[config.mk]
export PLATFORM = sky130hd
export DESIGN_NAME = filter_accelerator
export DESIGN_NICKNAME = d
export VERILOG_FILES = /design/src/hdl/filter_accelerator_pkg.sv /design/src/hdl/result_buffer.sv /design/src/hdl/filter_accelerator.sv
export VERILOG_INCLUDE_DIRS = /design/src /design/src/hdl
export SDC_FILE = /design/constraint.sdc
export NUM_CORES = 2
export LEC_CHECK = 0
export BUFFER_PORTS_ARGS = -buffer_cell sky130_fd_sc_hd__buf_2
export CAP_MARGIN = 10
export CORE_AREA = 2 2 594 596
export DETAILED_ROUTE_END_ITERATION = 16
export DIE_AREA = 0 0 596 598
export PLACE_DENSITY = 0.62
export SKIP_CTS_REPAIR_TIMING = 1
export SLEW_MARGIN = 10
export SYNTH_ARGS = -nofsm -noshare
export SYNTH_HDL_FRONTEND = slang
export SYNTH_SLANG_ARGS = --single-unit
[constraint.sdc]
create_clock -name i_sys_clk -period 25.4 [get_ports i_sys_clk]
set_clock_uncertainty 0.15 [all_clocks]
set_input_delay 2.54 -clock i_sys_clk [delete_from_list [all_inputs] [get_ports i_sys_clk]]
set_output_delay 2.54 -clock i_sys_clk [all_outputs]
set_load 0.01 [all_outputs]
[src/hdl/filter_accelerator_regs.svh]
// Constants of the filter accelerator: widths, field positions, codes and reset values.
// Summary of operation
// - Multiply two 24-bit operands into 48-bit accumulator.
// - Pass accumulator bits 46:23 to the ALU.
// - Operands are fractions, point after the MSB.
// - All other datapath paths are 24 bits.
// - ALU adds, subtracts, compares, thresholds, abs, squelch, saturates.
// - Seven control fields, 18 bits, steer each cycle.
// - Separate sample/coefficient RAMs, routing, shift, hold, round.
// - Memories hold 64 sample and coefficient pairs.
// - One 64-tap filter or four 16-tap filters.
// - Sustain about one FIR tap per clock.
// - Samples and results cross the system bus.
`ifndef FILTER_ACCELERATOR_REGS_SVH
`define FILTER_ACCELERATOR_REGS_SVH
`define DATA_W 24
`define ACC_W 48
`define TAP_HI 46
`define TAP_LO 23
`define ROUND_BIT 22
`define PAIRS 64
`define ADDR_W 6
`define BANK_W 2
`define CTL_W 18
`define CTL_MAC_LSB 16
`define CTL_ALU_LSB 12
`define CTL_ADDR_LSB 6
`define CTL_BSEL_LSB 4
`define CTL_SHIFT_LSB 2
`define CTL_DEST_LSB 1
`define CTL_ROUND_LSB 0
`define BUF_DEPTH 2
`define ACC_RST 48'h000000000000
`define HOLD_RST 24'h000000
`define POS_MAX 24'h7FFFFF
`define NEG_MAX 24'h800000
`define ONE_LSB 24'h000001
`define MINUS_ONE 24'hFFFFFF
`define HALF 24'h400000
`define QUARTER 24'h200000
`endif

[src/hdl/filter_accelerator_pkg.sv]
// Types shared by the filter accelerator files.
`include "filter_accelerator_regs.svh"
package filter_accelerator_pkg;
  typedef enum logic [1:0] {MAC_HOLD, MAC_ACC, MAC_LOAD, MAC_CLEAR} mac_op_type;
  typedef enum logic [3:0] {
    ALU_PASS, ALU_ADD, ALU_SUB, ALU_CMP, ALU_THRESH, ALU_ABS, ALU_SQUELCH, ALU_SAT
  } alu_op_type;
  typedef enum logic [1:0] {B_HOLD_A, B_HOLD_B, B_SAMPLE, B_ZERO} bsel_type;
  typedef enum logic [1:0] {SH_NONE, SH_LEFT1, SH_RIGHT1, SH_RIGHT2} shift_type;
  typedef struct packed {
    logic [1:0] mac_op;
    logic [3:0] alu_op;
    logic [`ADDR_W-1:0] addr;
    logic [1:0] bsel;
    logic [1:0] shift;
    logic dest_out;
    logic round;
  } ctl_word_type;
  typedef struct packed {
    logic we;
    logic [`ADDR_W-1:0] addr;
    logic [`DATA_W-1:0] data;
  } ram_wr_type;
endpackage

[src/hdl/result_buffer.sv]
// Two-entry result buffer with valid and ready on both sides.
`timescale 1ns/10ps
`default_nettype none
`include "filter_accelerator_regs.svh"
module result_buffer #(
  parameter int WIDTH = `DATA_W,
  parameter int DEPTH = `BUF_DEPTH
) (
  input wire logic i_sys_clk,
  input wire logic i_resetn,
  input wire logic i_in_valid,
  input wire logic [WIDTH-1:0] i_in_data,
  output logic o_in_ready,
  output logic o_out_valid,
  output logic [WIDTH-1:0] o_out_data,
  input wire logic i_out_ready
);
  localparam int IDX_W = (DEPTH > 1) ? $clog2(DEPTH) : 1;
  localparam int CNT_W = $clog2(DEPTH + 1);
  logic [WIDTH-1:0] mem_ff [DEPTH];
  logic [IDX_W-1:0] wr_ff;
  logic [IDX_W-1:0] rd_ff;
  logic [CNT_W-1:0] cnt_ff;
  wire logic push = i_in_valid && o_in_ready;
  wire logic pop = o_out_valid && i_out_ready;
  wire logic [IDX_W-1:0] nxt_wr = (wr_ff == IDX_W'(DEPTH - 1)) ? '0 : wr_ff + 1'b1;
  wire logic [IDX_W-1:0] nxt_rd = (rd_ff == IDX_W'(DEPTH - 1)) ? '0 : rd_ff + 1'b1;
  wire logic [CNT_W-1:0] nxt_cnt = cnt_ff + CNT_W'(push) - CNT_W'(pop);

  // A full buffer drops ready, which stalls the whole datapath upstream.
  assign o_in_ready = (cnt_ff != CNT_W'(DEPTH));
  assign o_out_valid = (cnt_ff != '0);
  assign o_out_data = mem_ff[rd_ff];

  always_ff @(posedge i_sys_clk) begin
    if (push) begin
      mem_ff[wr_ff] <= i_in_data;
    end
  end

  always_ff @(posedge i_sys_clk or negedge i_resetn) begin
    if (!i_resetn) begin
      wr_ff <= '0;
      rd_ff <= '0;
      cnt_ff <= '0;
    end else begin
      if (push) wr_ff <= nxt_wr;
      if (pop) rd_ff <= nxt_rd;
      cnt_ff <= nxt_cnt;
    end
  end
endmodule
`default_nettype wire

[src/hdl/filter_accelerator.sv]
// Filter accelerator: numeric datapath with MAC, ALU, pair RAMs and result buffer.
`timescale 1ns/10ps
`default_nettype none
`include "filter_accelerator_regs.svh"
module filter_accelerator #(
  parameter int PAIRS = `PAIRS
) (
  input wire logic i_sys_clk,
  input wire logic i_resetn,
  input wire logic i_ctl_valid,
  input wire filter_accelerator_pkg::ctl_word_type i_ctl_word,
  output logic o_ctl_ready,
  input wire filter_accelerator_pkg::ram_wr_type i_smp_wr,
  input wire filter_accelerator_pkg::ram_wr_type i_coef_wr,
  output logic o_res_valid,
  output logic [`DATA_W-1:0] o_res_data,
  input wire logic i_res_ready,
  output logic o_alu_flag
);
  logic signed [`ACC_W-1:0] acc_ff;
  logic [`DATA_W-1:0] hold_a_ff;
  logic [`DATA_W-1:0] hold_b_ff;
  logic alu_flag_ff;
  logic [`DATA_W-1:0] smp_ram_ff [PAIRS];
  logic [`DATA_W-1:0] coef_ram_ff [PAIRS];
  logic buf_in_ready;

  // Both RAMs share one pair index; the top two bits pick one of four 16-tap banks.
  wire logic taken = i_ctl_valid && o_ctl_ready;
  wire logic [`ADDR_W-1:0] pair_idx = i_ctl_word.addr;
  wire logic [`BANK_W-1:0] bank_sel = pair_idx[`ADDR_W-1 -: `BANK_W];
  wire logic signed [`DATA_W-1:0] smp_rd = smp_ram_ff[pair_idx];
  wire logic signed [`DATA_W-1:0] coef_rd = coef_ram_ff[pair_idx];

  // Full 48-bit product of two Q1.23 fractions; it carries a duplicate sign bit.
  wire logic signed [`ACC_W-1:0] product = smp_rd * coef_rd;
  wire logic signed [`ACC_W-1:0] acc_sum = acc_ff + product;
  wire filter_accelerator_pkg::mac_op_type mac_op =
    filter_accelerator_pkg::mac_op_type'(i_ctl_word.mac_op);
  wire logic signed [`ACC_W-1:0] nxt_acc =
    (mac_op == filter_accelerator_pkg::MAC_ACC) ? acc_sum :
    (mac_op == filter_accelerator_pkg::MAC_LOAD) ? product :
    (mac_op == filter_accelerator_pkg::MAC_CLEAR) ? `ACC_RST : acc_ff;

  // Tap skips the redundant sign bit so the ALU sees a Q1.23 value.
  wire logic [`DATA_W-1:0] mac_tap = acc_ff[`TAP_HI:`TAP_LO];
  wire logic round_up = i_ctl_word.round && acc_ff[`ROUND_BIT];
  wire logic round_ovf = round_up && (mac_tap == `POS_MAX);
  wire logic [`DATA_W-1:0] rounded = round_ovf ? `POS_MAX :
    mac_tap + `DATA_W'(round_up);

  wire filter_accelerator_pkg::bsel_type bsel =
    filter_accelerator_pkg::bsel_type'(i_ctl_word.bsel);
  wire logic [`DATA_W-1:0] opnd_b =
    (bsel == filter_accelerator_pkg::B_HOLD_A) ? hold_a_ff :
    (bsel == filter_accelerator_pkg::B_HOLD_B) ? hold_b_ff :
    (bsel == filter_accelerator_pkg::B_SAMPLE) ? smp_rd : `HOLD_RST;

  // Clamp a widened signed value to the 24-bit range.
  function automatic logic [`DATA_W-1:0] sat24(input logic signed [`DATA_W+1:0] v);
    logic [`DATA_W-1:0] r;
    r = v[`DATA_W-1:0];
    if (v > $signed({2'b00, `POS_MAX})) r = `POS_MAX;
    if (v < $signed({2'b11, `NEG_MAX})) r = `NEG_MAX;
    return r;
  endfunction

  // One ALU pass; bit 24 of the result is the condition flag.
  function automatic logic [`DATA_W:0] alu_calc(input logic [3:0] op,
                                                 input logic signed [`DATA_W-1:0] a,
                                                 input logic signed [`DATA_W-1:0] b);
    logic signed [`DATA_W+1:0] wa;
    logic signed [`DATA_W+1:0] wb;
    logic signed [`DATA_W+1:0] mag_a;
    logic [`DATA_W:0] r;
    wa = {{2{a[`DATA_W-1]}}, a};
    wb = {{2{b[`DATA_W-1]}}, b};
    mag_a = a[`DATA_W-1] ? -wa : wa;
    r = {1'b0, a};
    unique case (filter_accelerator_pkg::alu_op_type'(op))
      filter_accelerator_pkg::ALU_PASS: r = {1'b0, a};
      filter_accelerator_pkg::ALU_ADD: r = {1'b0, sat24(wa + wb)};
      filter_accelerator_pkg::ALU_SUB: r = {1'b0, sat24(wa - wb)};
      filter_accelerator_pkg::ALU_CMP:
        r = (a > b) ? {1'b1, `ONE_LSB} : (a == b) ? {1'b0, `HOLD_RST} : {1'b0, `MINUS_ONE};
      filter_accelerator_pkg::ALU_THRESH:
        r = (mag_a >= wb) ? {1'b1, `ONE_LSB} : {1'b0, `HOLD_RST};
      filter_accelerator_pkg::ALU_ABS: r = {1'b0, sat24(mag_a)};
      // Squelch mutes anything whose magnitude stays below the level in b.
      filter_accelerator_pkg::ALU_SQUELCH:
        r = (mag_a < wb) ? {1'b1, `HOLD_RST} : {1'b0, a};
      // Saturation clamps a to plus or minus the magnitude given in b.
      filter_accelerator_pkg::ALU_SAT: begin
        if (wa > (b[`DATA_W-1] ? -wb : wb)) begin
          r = {1'b1, sat24(b[`DATA_W-1] ? -wb : wb)};
        end else if (wa < (b[`DATA_W-1] ? wb : -wb)) begin
          r = {1'b1, sat24(b[`DATA_W-1] ? wb : -wb)};
        end else begin
          r = {1'b0, a};
        end
      end
      default: r = {1'b0, a};
    endcase
    return r;
  endfunction

  wire logic [`DATA_W:0] alu_out = alu_calc(i_ctl_word.alu_op, rounded, opnd_b);
  wire logic signed [`DATA_W-1:0] alu_res = alu_out[`DATA_W-1:0];
  wire filter_accelerator_pkg::shift_type shift =
    filter_accelerator_pkg::shift_type'(i_ctl_word.shift);
  // Left shift saturates; right shifts are arithmetic and simply drop bits.
  wire logic shl_ovf = alu_res[`DATA_W-1] != alu_res[`DATA_W-2];
  wire logic [`DATA_W-1:0] shl_res = shl_ovf ? (alu_res[`DATA_W-1] ? `NEG_MAX : `POS_MAX) :
    {alu_res[`DATA_W-2:0], 1'b0};
  wire logic [`DATA_W-1:0] shifted =
    (shift == filter_accelerator_pkg::SH_LEFT1) ? shl_res :
    (shift == filter_accelerator_pkg::SH_RIGHT1) ? `DATA_W'(alu_res >>> 1) :
    (shift == filter_accelerator_pkg::SH_RIGHT2) ? `DATA_W'(alu_res >>> 2) :
    alu_res;

  // Every field of the control word acts in the same cycle it is taken.
  wire logic to_hold = taken && !i_ctl_word.dest_out;
  wire logic to_out = taken && i_ctl_word.dest_out;

  // Stalling on a full buffer costs throughput but never loses a result.
  assign o_ctl_ready = buf_in_ready;
  assign o_alu_flag = alu_flag_ff;

  always_ff @(posedge i_sys_clk) begin
    if (i_smp_wr.we) smp_ram_ff[i_smp_wr.addr] <= i_smp_wr.data;
    if (i_coef_wr.we) coef_ram_ff[i_coef_wr.addr] <= i_coef_wr.data;
  end

  always_ff @(posedge i_sys_clk or negedge i_resetn) begin
    if (!i_resetn) begin
      acc_ff <= `ACC_RST;
      hold_a_ff <= `HOLD_RST;
      hold_b_ff <= `HOLD_RST;
      alu_flag_ff <= 1'b0;
    end else begin
      if (taken) acc_ff <= nxt_acc;
      if (taken) alu_flag_ff <= alu_out[`DATA_W];
      if (to_hold) hold_a_ff <= shifted;
      if (to_hold) hold_b_ff <= hold_a_ff;
    end
  end

  result_buffer #(
    .WIDTH(`DATA_W),
    .DEPTH(`BUF_DEPTH)
  ) u_result_buffer (
    .i_sys_clk(i_sys_clk),
    .i_resetn(i_resetn),
    .i_in_valid(to_out),
    .i_in_data(shifted),
    .o_in_ready(buf_in_ready),
    .o_out_valid(o_res_valid),
    .o_out_data(o_res_data),
    .i_out_ready(i_res_ready)
  );
endmodule
`default_nettype wire

==> flow_summary.json <==
{
  "synthArstFlopShare_pct": 3.11,
  "maxCapViolCount": 0,
  "hold_class": "register to register",
  "ys.flop_type": "edfxtp_1",
  "cp.required_ps": 25990,
  "synth_largest_area_cell": "edfxtp_1",
  "clk_pin_slew_ps": 60,
  "endpoint_kind": "register",
  "die_area_um2": 356000,
  "slew_viol_final": 0,
  "status": "completed",
  "rows": 218,
  "relSlewSlack_pct": 10.5,
  "synthDistinctLibCells": 118,
  "setup_violations": 0,
  "post_drt_wl_per_cell_um": 30.3,
  "nets": 11100,
  "gp_congestion": 0.971,
  "ant_nets": 0,
  "grt_antenna_before_repair": 23,
  "routed_wl_mm": 454,
  "fmax_ghz": 0.0582,
  "via_per_inst": 6.05,
  "max_slew.worst_pin.slew_ps": 1340,
  "synth-edff-count": 3120,
  "synthCells": 9898,
  "finalSetupTns_ps": 0,
  "grt_overflow": 0,
  "vias": 90700,
  "synth_top_area_share_pct": 59.7,
  "firstDrtPassIters": 9,
  "seq_area_frac_synth_pct": 61.2,
  "grt_max_degree": 132,
  "dr.first_iter.drc_count": 10200,
  "crit_path_start_kind": "input pin",
  "crit_type": "input pin to register",
  "critPathArrivalTime_ps": 17780,
  "finalCriticalPeriod_ps": 17190,
  "netlist_area_um2": 157000,
  "num_io_pins": 111,
  "core-area_um2": 351000,
  "die_width_um": 596,
  "cp_max_fo": 66,
  "slowest_delay_ps": 820,
  "place.port_buffers": 110,
  "htreeDepth": 5,
  "netlist_top_cells_area": "edfxtp_1 (60%), mux4_2 (10%), fa_1 (7.7%), ha_1 (2.5%), mux2i_1 (2.2%)",
  "clock_latency_ps": 980,
  "die_h_um": 598,
  "rsz0062_at_grt": "false",
  "period_share_pct": 67.7,
  "critPathSlowestCell": "buf_4",
  "grt_pass1_vias": 92500,
  "ys_seq_elements": 3220,
  "dp_hpwl_mm": 288,
  "grt_use_total_pct": 25.3,
  "syn_avg_cell_area_um2": 15.9,
  "clock_path_buffers": 4,
  "yosysWarnings": 0,
  "cts_buffers": 337,
  "initial_utilization_pct": 44.8,
  "grt_pass1_wl_mm": 654,
  "drc": 0,
  "cts.sinks": 3220,
  "cts_tree": "built",
  "root_buffer": "clkbuf_16",
  "finalHoldViolations": 0,
  "area_growth_pct": 11.2,
  "drive_gt1_share_pct": 17.9
}
[stage by stage]
| step | instance area, µm² | setup WS [ps] | hold slack, ps | std cells | utilization [%] |
|---|---|---|---|---|---|
| global placement | 164000 | 6990 | 304 | 14400 | 46.8 |
| detailed placement | 164000 | 6960 | 313 | 14400 | 46.8 |
| global route | 175000 | 7300 | 347 | 15000 | 49.8 |
| floorplan | 157000 | 9620 | 290 | 9900 | - |
| finish | 175000 | 8210 | 323 | 15000 | 49.8 |
| CTS | 175000 | 7940 | 326 | 15000 | 49.8 |
[per-layer routing]
metal	part of all wire [%]	global-route usage (%)	up-vias
met1	40	34.6	47900
met2	48	41.3	4021
met5	0.025	0	-
met3	8.0	3.99	763
met4	3.7	8.62	18
li1	-	-	38000
[cell usage after synthesis, drive strengths merged, types with 29 or more instances]
| library cell | number |
|---|---|
| or3 | 39 |
| o22ai | 62 |
| nand2 | 725 |
| buf | 207 |
| or2 | 29 |
| dfrtp | 100 |
| a221oi | 38 |
| a31oi | 65 |
| a21oi | 284 |
| nor2b | 85 |
| and2 | 90 |
| nor2 | 512 |
| nand2b | 43 |
| nor4 | 43 |
| clkbuf | 294 |
| edfxtp | 3120 |
| mux4 | 725 |
| nand3 | 121 |
| xnor2 | 173 |
| fa | 602 |
| inv | 776 |
| nand4 | 58 |
| a22oi | 158 |
| and3 | 43 |
| nor3 | 81 |
| o21ai | 176 |
| mux2i | 350 |
| xor2 | 38 |
| ha | 310 |
| mux2 | 65 |
| a21o | 91 |
| a211oi | 36 |
[final cells by class]
type                    count  area [µm²]
clock inverters           190        1750
multi-input cells        5393       56500
flip-flops and latches   3220       96200
fillers                 29100      176000
well taps                4620        5780
diodes                      6        15.0
inverters                 786        2960
clock buffers             415        8830
repair buffers            361        2580
[path summary, 6_finish.rpt]
path / from / end / slack [ps] / cells past startpoint
max: i_ctl_word[6] / acc_ff[43]$_DFFE_PN0P_ / 8210 / 46
min: hold_b_ff[19]$_DFFE_PN0P_ / hold_b_ff[19]$_DFFE_PN0P_ / 320 / 2
max reg2reg: smp_ram_ff[39][5]$_DFFE_PP_ / acc_ff[43]$_DFFE_PN0P_ / 12250 / 42
min reg2reg: hold_b_ff[19]$_DFFE_PN0P_ / hold_b_ff[19]$_DFFE_PN0P_ / 320 / 2
max in group asynchronous: i_resetn / acc_ff[7]$_DFFE_PN0P_ / 22270 / 2
min in group asynchronous: i_resetn / u_result_buffer.rd_ff$_DFFE_PN0P_ / 1550 / 1
[logic make-up after synthesis]
group / synth area share, %
AND/OR/NAND/NOR: 5.71
buffers and inverters: 3.40
adder cells (fa/ha/maj): 10.1
other: 0.00478
AO/OA/AOI/OAI: 5.20
multiplexers: 13.1
XOR/XNOR: 1.18
flip-flops: 61.2
[flip-flops by register name, summed over array words and instances (netlist names)]
| name | cells |
|---|---|
| coef_ram_ff | 1536 |
| smp_ram_ff | 1536 |
| u_result_buffer.mem_ff | 48 |
| acc_ff | 47 |
| hold_a_ff | 24 |
| hold_b_ff | 24 |
| u_result_buffer.cnt_ff | 2 |
| o_alu_flag | 1 |
| u_result_buffer.rd_ff | 1 |
| u_result_buffer.wr_ff | 1 |
[worst max-delay path, delay by kind of cell]
| family | cells | cell delay [ps] |
|---|---|---|
| fa+ha+maj | 9 | 4240 |
| compound gates | 12 | 3370 |
| xor+xnor | 1 | 210 |
| buf+inv | 11 | 3230 |
| simple gates | 11 | 2790 |
| mux | 2 | 1130 |
[layout by cell type, fill, tap and decap left out, types with 99 or more instances in the layout]
cell type / synthesis / routed
buf_4: 38 / 251
buf_2: 81 / 99
mux4_2: 719 / 719
dfrtp_1: 100 / 100
clkbuf_16: 0 / 341
nand3_1: 120 / 120
fa_1: 602 / 602
nor2_1: 511 / 381
edfxtp_1: 3120 / 3120
a22oi_1: 157 / 157
xnor2_1: 173 / 173
a21oi_1: 280 / 278
ha_1: 310 / 310
inv_1: 771 / 771
o21ai_0: 160 / 155
nand2_1: 725 / 725
mux2i_1: 350 / 349
Power is not shown: default switching activity piles up to over one toggle a cycle in this logic, so the estimate is an artifact.
